`config.mk`:
```
export PLATFORM = sky130hd
export DESIGN_NAME = pdw_watchdog
export DESIGN_NICKNAME = d
export VERILOG_FILES = /design/src/verilog/pdw_pkg.sv /design/src/verilog/pdw_tick_if.sv /design/src/verilog/pdw_prescaler.sv /design/src/verilog/pdw_timer.sv /design/src/verilog/pdw_watchdog.sv
export SDC_FILE = /design/constraint.sdc
export NUM_CORES = 1
export LEC_CHECK = 0
export BUFFER_PORTS_ARGS = -buffer_cell sky130_fd_sc_hd__buf_2
export CAP_MARGIN = 20
export CORE_MARGIN = 8
export CORE_UTILIZATION = 55
export CTS_BUF_LIST = sky130_fd_sc_hd__clkbuf_4 sky130_fd_sc_hd__clkbuf_8
export DETAILED_ROUTE_END_ITERATION = 10
export GPL_TIMING_DRIVEN = 0
export PLACE_DENSITY = 0.78
export SLEW_MARGIN = 20
export SYNTH_ARGS = -nofsm -noshare
export SYNTH_HDL_FRONTEND = slang
export SYNTH_HIERARCHICAL = 1
export SYNTH_SLANG_ARGS = --single-unit
```
`constraint.sdc`:
```
create_clock -name sys_clk -period 3.85 [get_ports sys_clk]
set_clock_uncertainty 0.1 [all_clocks]
set_input_delay 0.5775 -clock sys_clk [delete_from_list [all_inputs] [get_ports sys_clk]]
set_output_delay 0.5775 -clock sys_clk [all_outputs]
set_load 0.005 [all_outputs]
```
`src/verilog/pdw_pkg.sv`:
```
// Purpose: Shared constants for the process data watchdog block
// Assumes: 20 MHz system clock, 32-bit AXI4-Lite register bus
// Notes: Base tick timing is kept in 10 ns units to stay exact
package pdw_pkg;
   // ==========================================================
   // Register map (byte addresses)
   localparam logic [7:0] ADDR_MULT = 8'h00;
   localparam logic [7:0] ADDR_SM_TIMEOUT = 8'h04;
   localparam logic [7:0] ADDR_LOCAL_TIMEOUT = 8'h08;
   localparam logic [7:0] ADDR_STATUS = 8'h0c;
   localparam logic [7:0] ADDR_MASK = 8'h10;
   localparam logic [7:0] ADDR_STATE = 8'h14;
   // ==========================================================
   // Field positions
   localparam int BIT_SM = 0;
   localparam int BIT_LOCAL = 1;
   localparam int BIT_FORCED = 2;
   // ==========================================================
   // Reset values
   localparam logic [15:0] MULT_RESET = 16'h09c2;
   localparam logic [15:0] SM_TIMEOUT_RESET = 16'h03e8;
   localparam logic [15:0] LOCAL_TIMEOUT_RESET = 16'h03e8;
   localparam logic [1:0] MASK_RESET = 2'h0;
   // ==========================================================
   // Timing: terminal tick 40 ns, system clock 50 ns
   localparam int TERM_TICK_NS = 40;
   localparam int SYS_PERIOD_NS = 50;
   localparam int STEP_NS = 10;
   localparam logic [19:0] SYS_STEP = 20'(SYS_PERIOD_NS / STEP_NS);
   localparam logic [19:0] TERM_STEP = 20'(TERM_TICK_NS / STEP_NS);
   localparam logic [15:0] MULT_OFFSET = 16'h0002;
   // ==========================================================
   // Bus responses
   localparam logic [1:0] RESP_OKAY = 2'h0;
   localparam logic [1:0] RESP_SLVERR = 2'h2;
   typedef logic [15:0] pdw_count_type;
endpackage : pdw_pkg

```
`src/verilog/pdw_tick_if.sv`:
```
// Purpose: Carries shared multiplier and base tick between modules
// Assumes: One prescaler source, any number of timer sinks
// Notes: Single clock domain
`timescale 1ns/1ps
interface pdw_tick_if;
   import pdw_pkg::*;
   pdw_count_type multiplier;
   logic tick;
   modport src (input multiplier, output tick);
   modport sink (input tick);
endinterface : pdw_tick_if

```
`src/verilog/pdw_prescaler.sv`:
```
// Purpose: Base tick generator shared by both watchdogs
// Assumes: Multiplier is never zero
// Notes: Fractional accumulator, average period exact
`timescale 1ns/1ps
module pdw_prescaler (
   input wire logic sys_clk,
   input wire logic rst_b,
   pdw_tick_if.src tk
);
   import pdw_pkg::*;

   function automatic logic [19:0] tick_limit(input pdw_count_type m);
      tick_limit = TERM_STEP * (20'(m) + 20'(MULT_OFFSET));
   endfunction : tick_limit

   logic [19:0] acc_reg;
   logic [19:0] acc_next;
   logic tick_reg;
   wire logic [19:0] acc_sum = acc_reg + SYS_STEP;
   wire logic [19:0] limit = tick_limit(tk.multiplier);
   wire logic wrap = acc_sum >= limit;
   // Shrinking the multiplier can strand a remainder above the new limit;
   // restarting the phase avoids a burst of back-to-back ticks
   wire logic stale = acc_reg >= limit;

   assign acc_next = stale ? 20'h00000 : (wrap ? acc_sum - limit : acc_sum);
   assign tk.tick = tick_reg;

   always_ff @(posedge sys_clk or negedge rst_b) begin
      if (!rst_b) begin
         acc_reg <= 20'h00000;
         tick_reg <= 1'b0;
      end else begin
         acc_reg <= acc_next;
         tick_reg <= wrap;
      end
   end
endmodule : pdw_prescaler

```
`src/verilog/pdw_timer.sv`:
```
// Purpose: One watchdog timer counting base ticks
// Assumes: Restart is a one-cycle pulse from same-clock logic
// Notes: Timeout zero disables the timer
`timescale 1ns/1ps
module pdw_timer (
   input wire logic sys_clk,
   input wire logic rst_b,
   pdw_tick_if.sink tk,
   input wire logic restart,
   input wire pdw_pkg::pdw_count_type timeout,
   output logic expired
);
   import pdw_pkg::*;

   pdw_count_type cnt_reg;
   pdw_count_type cnt_next;
   logic expired_reg;
   logic expired_next;
   wire logic enabled = timeout != 16'h0000;
   wire logic reached = enabled && (cnt_reg >= timeout);

   assign cnt_next = restart ? 16'h0000 :
      (tk.tick && cnt_reg != 16'hffff) ? cnt_reg + 16'h0001 : cnt_reg;
   assign expired_next = !restart && (reached || (expired_reg && enabled));
   assign expired = expired_reg;

   always_ff @(posedge sys_clk or negedge rst_b) begin
      if (!rst_b) begin
         cnt_reg <= 16'h0000;
         expired_reg <= 1'b0;
      end else begin
         cnt_reg <= cnt_next;
         expired_reg <= expired_next;
      end
   end
endmodule : pdw_timer

```
`src/verilog/pdw_watchdog.sv`:
```
// Purpose: Output-safety watchdogs of a fieldbus slave controller
// Assumes: Access pulses come from logic on sys_clk
// Notes: AXI4-Lite registers, one level interrupt
// ==========================================================
// Operation
// - Successful fieldbus exchange restarts sync-manager count
// - Sync-manager timeout forces all outputs false
// - Expiry leaves operational state untouched
// - Local interface silence triggers its watchdog
// - Base tick is multiplier plus two 40 ns
// - Shared multiplier, separate timeout per watchdog
// - Multiplier resets to 2498, 100 us
// - Both timeouts reset to 1000 ticks
// - Timeout 0..65535, multiplier 1..65535
// - Timeout zero disables the watchdog
//
// The register offsets and the AXI4-Lite interface to the registers were decided locally.
`timescale 1ns/1ps
module pdw_watchdog #(
   parameter int OUT_WIDTH = 8,
   parameter int STATE_WIDTH = 4
) (
   input wire logic sys_clk,
   input wire logic rst_b,
   input wire logic sm_access_ok,
   input wire logic local_access_ok,
   input wire logic [OUT_WIDTH-1:0] out_request,
   output logic [OUT_WIDTH-1:0] out_drive,
   input wire logic [STATE_WIDTH-1:0] operational_state_in,
   output logic [STATE_WIDTH-1:0] operational_state,
   output logic irq,
   input wire logic [31:0] s_axi_awaddr,
   input wire logic s_axi_awvalid,
   output logic s_axi_awready,
   input wire logic [31:0] s_axi_wdata,
   input wire logic [3:0] s_axi_wstrb,
   input wire logic s_axi_wvalid,
   output logic s_axi_wready,
   output logic [1:0] s_axi_bresp,
   output logic s_axi_bvalid,
   input wire logic s_axi_bready,
   input wire logic [31:0] s_axi_araddr,
   input wire logic s_axi_arvalid,
   output logic s_axi_arready,
   output logic [31:0] s_axi_rdata,
   output logic [1:0] s_axi_rresp,
   output logic s_axi_rvalid,
   input wire logic s_axi_rready
);
   import pdw_pkg::*;

   // ==========================================================
   // Helpers
   function automatic pdw_count_type merge16(input pdw_count_type old,
                                             input logic [31:0] data,
                                             input logic [3:0] strb);
      merge16 = old;
      if (strb[0]) begin
         merge16[7:0] = data[7:0];
      end
      if (strb[1]) begin
         merge16[15:8] = data[15:8];
      end
   endfunction : merge16

   function automatic logic addr_known(input logic [7:0] a);
      addr_known = (a == ADDR_MULT) || (a == ADDR_SM_TIMEOUT) ||
         (a == ADDR_LOCAL_TIMEOUT) || (a == ADDR_STATUS) ||
         (a == ADDR_MASK) || (a == ADDR_STATE);
   endfunction : addr_known

   // ==========================================================
   // Register state
   pdw_count_type mult_reg;
   pdw_count_type mult_next;
   pdw_count_type sm_timeout_reg;
   pdw_count_type sm_timeout_next;
   pdw_count_type local_timeout_reg;
   pdw_count_type local_timeout_next;
   logic [1:0] status_reg;
   logic [1:0] status_next;
   logic [1:0] mask_reg;
   logic [1:0] mask_next;

   // ==========================================================
   // Write channel
   logic aw_held_reg;
   logic [7:0] aw_addr_reg;
   logic w_held_reg;
   logic [31:0] w_data_reg;
   logic [3:0] w_strb_reg;
   logic bvalid_reg;
   logic [1:0] bresp_reg;

   wire logic aw_take = s_axi_awvalid && s_axi_awready;
   wire logic w_take = s_axi_wvalid && s_axi_wready;
   wire logic do_write = aw_held_reg && w_held_reg && !bvalid_reg;
   wire logic wr_mult = do_write && aw_addr_reg == ADDR_MULT;
   wire logic wr_sm = do_write && aw_addr_reg == ADDR_SM_TIMEOUT;
   wire logic wr_local = do_write && aw_addr_reg == ADDR_LOCAL_TIMEOUT;
   wire logic wr_mask = do_write && aw_addr_reg == ADDR_MASK;
   wire pdw_count_type mult_wval = merge16(mult_reg, w_data_reg,
                                           w_strb_reg);

   assign s_axi_awready = !aw_held_reg;
   assign s_axi_wready = !w_held_reg;
   assign s_axi_bvalid = bvalid_reg;
   assign s_axi_bresp = bresp_reg;

   always_ff @(posedge sys_clk or negedge rst_b) begin
      if (!rst_b) begin
         aw_held_reg <= 1'b0;
         aw_addr_reg <= 8'h00;
      end else if (aw_take) begin
         aw_held_reg <= 1'b1;
         aw_addr_reg <= s_axi_awaddr[7:0];
      end else if (do_write) begin
         aw_held_reg <= 1'b0;
      end
   end

   always_ff @(posedge sys_clk or negedge rst_b) begin
      if (!rst_b) begin
         w_held_reg <= 1'b0;
         w_data_reg <= 32'h00000000;
         w_strb_reg <= 4'h0;
      end else if (w_take) begin
         w_held_reg <= 1'b1;
         w_data_reg <= s_axi_wdata;
         w_strb_reg <= s_axi_wstrb;
      end else if (do_write) begin
         w_held_reg <= 1'b0;
      end
   end

   always_ff @(posedge sys_clk or negedge rst_b) begin
      if (!rst_b) begin
         bvalid_reg <= 1'b0;
         bresp_reg <= RESP_OKAY;
      end else if (do_write) begin
         bvalid_reg <= 1'b1;
         bresp_reg <= addr_known(aw_addr_reg) ? RESP_OKAY : RESP_SLVERR;
      end else if (s_axi_bready) begin
         bvalid_reg <= 1'b0;
      end
   end

   // ==========================================================
   // Read channel
   logic rvalid_reg;
   logic [31:0] rdata_reg;
   logic [1:0] rresp_reg;
   logic [31:0] rdata_next;

   wire logic ar_take = s_axi_arvalid && s_axi_arready;
   wire logic [7:0] ar_addr = s_axi_araddr[7:0];
   wire logic rd_status = ar_take && ar_addr == ADDR_STATUS;

   assign s_axi_arready = !rvalid_reg;
   assign s_axi_rvalid = rvalid_reg;
   assign s_axi_rdata = rdata_reg;
   assign s_axi_rresp = rresp_reg;

   // ==========================================================
   // Watchdog core
   logic sm_expired;
   logic local_expired;
   logic sm_expired_d_reg;
   logic local_expired_d_reg;
   logic [OUT_WIDTH-1:0] out_drive_reg;
   logic [STATE_WIDTH-1:0] op_state_reg;

   pdw_tick_if tk ();

   assign tk.multiplier = mult_reg;

   pdw_prescaler u_prescaler (
      .sys_clk(sys_clk),
      .rst_b(rst_b),
      .tk(tk.src)
   );

   pdw_timer u_sm_timer (
      .sys_clk(sys_clk),
      .rst_b(rst_b),
      .tk(tk.sink),
      .restart(sm_access_ok),
      .timeout(sm_timeout_reg),
      .expired(sm_expired)
   );

   pdw_timer u_local_timer (
      .sys_clk(sys_clk),
      .rst_b(rst_b),
      .tk(tk.sink),
      .restart(local_access_ok),
      .timeout(local_timeout_reg),
      .expired(local_expired)
   );

   wire logic force_safe = sm_expired || local_expired;
   wire logic [1:0] events = {local_expired && !local_expired_d_reg,
                              sm_expired && !sm_expired_d_reg};
   wire logic [31:0] state_word = {29'h00000000, force_safe,
                                   local_expired, sm_expired};

   // Zero multiplier would allow back-to-back ticks, so such writes keep old value
   assign mult_next = (wr_mult && mult_wval != 16'h0000) ?
      mult_wval : mult_reg;
   assign sm_timeout_next = wr_sm ?
      merge16(sm_timeout_reg, w_data_reg, w_strb_reg) : sm_timeout_reg;
   assign local_timeout_next = wr_local ?
      merge16(local_timeout_reg, w_data_reg, w_strb_reg) :
      local_timeout_reg;
   assign mask_next = (wr_mask && w_strb_reg[0]) ?
      w_data_reg[1:0] : mask_reg;
   // Event in the clearing read cycle survives
   assign status_next = (rd_status ? 2'h0 : status_reg) | events;

   always_comb begin
      case (ar_addr)
         ADDR_MULT: rdata_next = {16'h0000, mult_reg};
         ADDR_SM_TIMEOUT: rdata_next = {16'h0000, sm_timeout_reg};
         ADDR_LOCAL_TIMEOUT: rdata_next = {16'h0000, local_timeout_reg};
         ADDR_STATUS: rdata_next = {30'h00000000, status_reg};
         ADDR_MASK: rdata_next = {30'h00000000, mask_reg};
         ADDR_STATE: rdata_next = state_word;
         default: rdata_next = 32'h00000000;
      endcase
   end

   always_ff @(posedge sys_clk or negedge rst_b) begin
      if (!rst_b) begin
         rvalid_reg <= 1'b0;
         rdata_reg <= 32'h00000000;
         rresp_reg <= RESP_OKAY;
      end else if (ar_take) begin
         rvalid_reg <= 1'b1;
         rdata_reg <= rdata_next;
         rresp_reg <= addr_known(ar_addr) ? RESP_OKAY : RESP_SLVERR;
      end else if (s_axi_rready) begin
         rvalid_reg <= 1'b0;
      end
   end

   always_ff @(posedge sys_clk or negedge rst_b) begin
      if (!rst_b) begin
         mult_reg <= MULT_RESET;
         sm_timeout_reg <= SM_TIMEOUT_RESET;
         local_timeout_reg <= LOCAL_TIMEOUT_RESET;
         mask_reg <= MASK_RESET;
      end else begin
         mult_reg <= mult_next;
         sm_timeout_reg <= sm_timeout_next;
         local_timeout_reg <= local_timeout_next;
         mask_reg <= mask_next;
      end
   end

   always_ff @(posedge sys_clk or negedge rst_b) begin
      if (!rst_b) begin
         status_reg <= 2'h0;
         sm_expired_d_reg <= 1'b0;
         local_expired_d_reg <= 1'b0;
      end else begin
         status_reg <= status_next;
         sm_expired_d_reg <= sm_expired;
         local_expired_d_reg <= local_expired;
      end
   end

   // ==========================================================
   // Outputs
   always_ff @(posedge sys_clk or negedge rst_b) begin
      if (!rst_b) begin
         out_drive_reg <= '0;
         op_state_reg <= '0;
      end else begin
         out_drive_reg <= force_safe ? '0 : out_request;
         op_state_reg <= operational_state_in;
      end
   end

   assign out_drive = out_drive_reg;
   assign operational_state = op_state_reg;
   assign irq = |(status_reg & mask_reg);
endmodule : pdw_watchdog

```
==> impl_metrics.yaml, run 1 <==
run_status:
  status: "finished, final reports clean"
grt:
  grt_pass1_wl_um: 42100
  grt_pass1_vias: 8097
  grt_max_degree: 95
  antenna_found_initial: 2
  global_route.overflow_total: 0
  grt_usage_pct: 22.0
yosys:
  synth-seq-cells: 169
  ys_seq_area_share_pct: 40.9
  synthFlopType: "dfrtp_1"
  yosysWarnings: 6
  synth_top_area_share_pct: 36.6
  synthTopCellsByArea: "dfrtp_1 (37%), mux2_2 (8.8%), ha_1 (8.7%), dfstp_2 (4.3%), xnor2_1 (2.9%)"
  synth-async-reset-ratio_pct: 100
  synth_edf_count: 0
  synthTopCellsByCount: "dfrtp_1 (152), mux2_2 (81), ha_1 (72), nand2_1 (68), nor2_1 (65)"
  synth.most_common_cell: "dfrtp_1"
  ys_types: 85
  syn-mean-instance-area_um2: 10.4
  netlist_instances: 998
  syn-cell-area_mm2: 0.0104
  synth_top_area_cell: "dfrtp_1"
final_layout:
  nets: 1321
  utilization_pct: 62.6
  layout-drive-gt1-share_pct: 26.5
  antenna_cells: 0
  nFillCells: 1503
  multi_input_area_mm2: 0.00577
  ff_latch_area_mm2: 0.00425
  largest_reg_flops: 20
  area_growth_pct: 12.3
clock_network:
  clock_sinks: 169
  clockRootBuffer: "clkbuf_8"
  clk_pin_slew_worst_paths_ps: 90
  tritoncts: "yes"
  htree_levels: 4
  clk_latency_ps: 460
  cts_made_buffers: 17
  clk_path_buf_depth: 2
worst_setup_path:
  crit_path_start_kind: "register"
  cp.required_ps: 4130
  worstSetupPathType: "register to register"
  arrival_ps: 3990
  cp_num_buf_inv: 2
  cp_cell_sequence: "ha_2 -> nand3_1 -> nor2_1 -> nand2_1 -> xor2_1 -> ha_1 -> nand2_1 -> nor3_1 -> o21ai_2 -> a41oi_2 -> nor2_4 -> inv_6 -> buf_6 -> nor2_1 -> a211oi_2"
  critical_path.max_fanout: 10
  crit_slowest_cell: "dfstp_2"
  crit_family: "simple AND/OR/NAND/NOR gates"
  max_stage_delay_ps: 580
  end_kind: "register"
power_and_ir_drop:
  peakVddDrop_v: 0.000403
  p_leak_nw: 5.32
  p_per_area_mw_per_mm2: 596
  finalPower_mw: 6.96
floorplan:
  coreArea_mm2: 0.0186
  die_w_um: 153
  die_y_um: 153
  dieArea_mm2: 0.0236
  io_pins: 175
  row_count: 50
  start_util_pct: 55.8
sta:
  hold_viol: 0
  worst_pin_slew_ps: 729
  period_needed_ps: 3710
  slew_headroom_pct: 51.2
  setup_violations: 0
  hold_ws_ps: 116
  max_freq_mhz: 269
  slew_viol_final: 0
  fin_crit_sh_pct: 96.4
  setup_tns_ps: 0
detailed_routing:
  drtPass1Iterations: 5
  drt_iter0_markers: 568
  drc: 0
  wirelength_um: 25400
  via_count: 8090
  wl_per_cell_um: 18.5
  routed_via_density: 5.89
  ant_nets: 0
placement:
  numPortBuffers: 87
  gp_congestion: 0.885
  place_hpwl_um: 19200
min_path:
  hold_path_class: "primary input to register"
job:
  maxCapViolations: 0
[kinds of logic (layout without fill, tap and decap cells)]
family                     after synthesis  after routing  share of synthesized area [%]
muxes                                  106            106                           11.5
AOI/OAI and AO/OA                      181            181                           11.9
buffers and inverters                   99            223                           4.51
xor gates and xnor gates                61             61                           5.32
and+or+nand+nor                        308            309                           17.0
other                                    1             18                         0.0361
DFF                                    169            169                           40.9
adders and majority gates               73             73                           8.86
[cells in the final DEF (no fill, tap or decap), types with 10 or more instances in the layout]
cell	count
and3_1	17
a211oi_1	13
a21o_1	10
conb_1	18
nor4_1	11
nand4_1	19
xnor2_1	34
ha_1	71
a22oi_1	13
inv_1	54
and2_1	12
o21ai_0	43
dfstp_2	17
mux2_2	81
nor2b_1	11
clkbuf_1	16
xor2_1	25
nor2_1	64
dfrtp_1	149
clkbuf_8	18
nor3_1	16
nand2_1	68
buf_2	88
buf_4	23
a21oi_1	48
nand3_1	30
mux2i_1	14
[layer usage]
metal	global-route usage (%)	vias up	share of wire, %
li1	-	3841	-
met5	0	-	0.087
met1	29.9	3918	47
met3	6.57	37	7.8
met4	5.65	4	1.4
met2	33.6	290	44
[per-stage QoR]
step | setup slack [ps] | instance area, um2 | cells
after floorplan | 547 | 10500 | 1015
after global placement | -509 | 11200 | 1336
after detailed placement | 0.0620 | 11200 | 1337
after CTS | 4.46 | 11600 | 1370
after global routing | -57.2 | 11700 | 1374
final | 139 | 11700 | 1374
[report_power, final]
part           total (mW)  internal (mW)  switching, mW
clock                1.22          0.540          0.677
combinational        3.07           1.37           1.69
sequential           2.67           2.16          0.510
[worst register-to-register path, stage by stage, from the launching register on]
cell	delay, ps
dfstp_2	580
ha_2	230
nand3_1	210
nor2_1	250
nand2_1	90
xor2_1	180
ha_1	410
nand2_1	160
nor3_1	310
o21ai_2	140
a41oi_2	250
nor2_4	130
inv_6	140
buf_6	180
nor2_1	70
a211oi_2	190
[layout make-up]
cell class,instances,area share (%)
multi-input cells,748,49.4
flip-flops and latches,169,36.4
well taps,234,2.51
plain buffers,42,2.15
clock inverters,13,1.04
clock buffers,19,2.19
inverters,55,1.81
repair buffers,94,4.46
[path summary, 6_finish.rpt]
path	cells past startpoint	slack (ps)	from	endpoint
setup / recovery	15	140	mult_reg[1]$_DFFE_PN1P_	u_prescaler/acc_reg[18]$_DFF_PN0_
hold / removal	1	120	operational_state_in[0]	operational_state[0]$_DFF_PN0_
setup reg to reg	15	140	mult_reg[1]$_DFFE_PN1P_	u_prescaler/acc_reg[18]$_DFF_PN0_
hold reg to reg	2	390	s_axi_bresp[1]$_DFFE_PN0P_	s_axi_bresp[1]$_DFFE_PN0P_
max in group asynchronous	3	2200	rst_b	mult_reg[1]$_DFFE_PN1P_
min in group asynchronous	2	560	rst_b	out_drive[3]$_DFF_PN0_
[what timing repair did]
| item | in CTS | in global routing |
|---|---|---|
| cloned | 0 | 1 |
| hold buffers | 1 | 0 |
| resized for setup | 0 | 11 |
| endpoints found under the hold margin | 13 | 0 |
| endpoints found under the setup margin | 3 | 20 |
| setup buffers | 0 | 5 |
| pin swaps | 1 | 3 |
Power figures use the tool's default switching activity.
==> run 2: changes to the inputs <==
--- a/config.mk
+++ b/config.mk
@@ -13,6 +13,7 @@
 export DETAILED_ROUTE_END_ITERATION = 10
 export GPL_TIMING_DRIVEN = 0
 export PLACE_DENSITY = 0.78
+export SETUP_SLACK_MARGIN = 0.4
 export SLEW_MARGIN = 20
 export SYNTH_ARGS = -nofsm -noshare
 export SYNTH_HDL_FRONTEND = slang
==> impl_metrics.yaml, run 2 (synthesized netlist as in run 1, its figures left out) <==
grt:
  grt_pass1_vias: 8133
  grt_pass1_wl_um: 42600
  grt_usage_pct: 22.2
  global_route.overflow_total: 0
  antenna_found_initial: 2
  grt_max_degree: 95
final_layout:
  fin_area_mm2: 0.0122
  utilization_pct: 65.5
  layout_common_cells: "dfrtp_1 (144), buf_2 (89), mux2_2 (81), ha_1 (67), nand2_1 (66)"
  antenna_cells: 0
  layout-drive-gt1-share_pct: 32.2
  largest_reg_flops: 20
  nets: 1356
  area_growth_pct: 17.5
  final_common_cell: "dfrtp_1"
placement:
  gp_congestion: 0.885
  numPortBuffers: 87
  place_hpwl_um: 19200
  dpl-instance-area_mm2: 0.0112
clock_network:
  tritoncts: "yes"
  clockRootBuffer: "clkbuf_8"
  clk_pin_slew_worst_paths_ps: 90
  cts_made_buffers: 17
  clk_path_buf_depth: 2
  clock_sinks: 169
  htree_levels: 4
  clk_latency_ps: 460
sta:
  max_freq_mhz: 294
  fin_crit_sh_pct: 88.2
  worst_pin_slew_ps: 716
  hold_viol: 0
  setup_violations: 0
  slew_headroom_pct: 52.1
  slew_viol_final: 0
  period_needed_ps: 3400
  hold_ws_ps: 115
  rsz0062_at_grt: "true"
floorplan:
  row_count: 50
  start_util_pct: 55.8
  coreArea_mm2: 0.0186
  die_w_um: 153
  dieArea_mm2: 0.0236
  io_pins: 175
  die_y_um: 153
run_status:
  status: "finished, final reports clean"
power_and_ir_drop:
  finalPower_mw: 7.52
  p_leak_nw: 5.54
  p_per_area_mw_per_mm2: 616
  peakVddDrop_v: 0.000406
min_path:
  hold_path_class: "primary input to register"
detailed_routing:
  wl_per_cell_um: 18.8
  via_count: 8392
  drc: 0
  drt_iter0_markers: 628
  wirelength_um: 26400
  routed_via_density: 5.96
  drtPass1Iterations: 5
  ant_nets: 0
worst_setup_path:
  critical_path.max_fanout: 6
  crit_path_start_kind: "register"
  end_kind: "register"
  arrival_ps: 3640
  worstSetupPathType: "register to register"
  cp.required_ps: 4090
job:
  maxCapViolations: 0
## run 2: cell count changes in the layout (fill, tap and decap cells not counted), moves of 5 or more
| cell | before | now |
|---|---|---|
| buf_4 | 23 | 56 |
| a21oi_1 | 48 | 43 |
| dfrtp_1 | 149 | 144 |
| dfrtp_2 | 3 | 8 |
| nand3_1 | 30 | 25 |
## run 2: final cells by class
| class | count | area (um2) |
|---|---|---|
| Timing Repair Buffer | 127 | 781 |
| Buffer | 44 | 280 |
| Clock buffer | 19 | 255 |
| Clock inverter | 13 | 121 |
| Multi-Input combinational cell | 748 | 6010 |
| Tap cell | 234 | 293 |
| Fill cell | 1433 | 6430 |
| Inverter | 55 | 211 |
| Sequential cell | 169 | 4260 |
## run 2: power by group
part / internal [mW] / switching (mW) / leakage [nW] / total [mW]
sequential: 2.17 / 0.501 / 2.16 / 2.67
clock: 0.540 / 0.681 / 0.179 / 1.22
combinational: 1.68 / 1.95 / 3.20 / 3.63
total: 4.39 / 3.13 / 5.54 / 7.52
## run 2: critical path: stages, from the launching register on
cell and delay (ps):
dfrtp_2 410, nand4_4 150, nor4b_4 380, nand4_1 200, xnor2_2 200, ha_1 290
buf_6 120, nand4_1 180, nor3_4 230, o21ai_4 110, a41oi_4 260, nor2_4 110
clkinv_4 90, buf_12 120, mux2i_1 230, nor2_1 80
## run 2: through the flow
stage	std cells	TNS, ps	worst slack, ps
floorplan	1015	0	547
global placement	1336	-74960	-509
detailed placement	1337	0	0.0620
CTS	1377	0	400
global route	1409	0	301
finish	1409	0	453
## run 2: path summary, 6_finish.rpt
path / cells after the start / from / slack [ps] / to
worst max-delay path: 15 / u_prescaler/acc_reg[6]$_DFF_PN0_ / 450 / u_prescaler/acc_reg[14]$_DFF_PN0_
worst min-delay path: 1 / operational_state_in[2] / 120 / operational_state[2]$_DFF_PN0_
worst max register to register: 15 / u_prescaler/acc_reg[6]$_DFF_PN0_ / 450 / u_prescaler/acc_reg[14]$_DFF_PN0_
worst min register to register: 2 / s_axi_bresp[1]$_DFFE_PN0P_ / 390 / s_axi_bresp[1]$_DFFE_PN0P_
max in group asynchronous: 3 / rst_b / 2200 / u_prescaler/acc_reg[0]$_DFF_PN0_
min in group asynchronous: 2 / rst_b / 560 / out_drive[3]$_DFF_PN0_
## run 2: layer usage
layer / GRT usage (%) / up-vias / part of all wire (%)
met5: 0 / - / 0.083
met4: 5.41 / 4 / 2.0
met3: 6.65 / 52 / 8.5
met2: 34.2 / 346 / 44
met1: 30.2 / 4068 / 45
li1: - / 3922 / -
## run 2: timing repair
item | 4_1_cts | 5_1_grt
setup buffers | 6 | 32
hold endpoints to repair | 13 | 0
cloned | 1 | 0
hold buffers | 1 | 0
setup endpoints to repair | 20 | 20
resized for setup | 27 | 53
pin swaps | 5 | 21
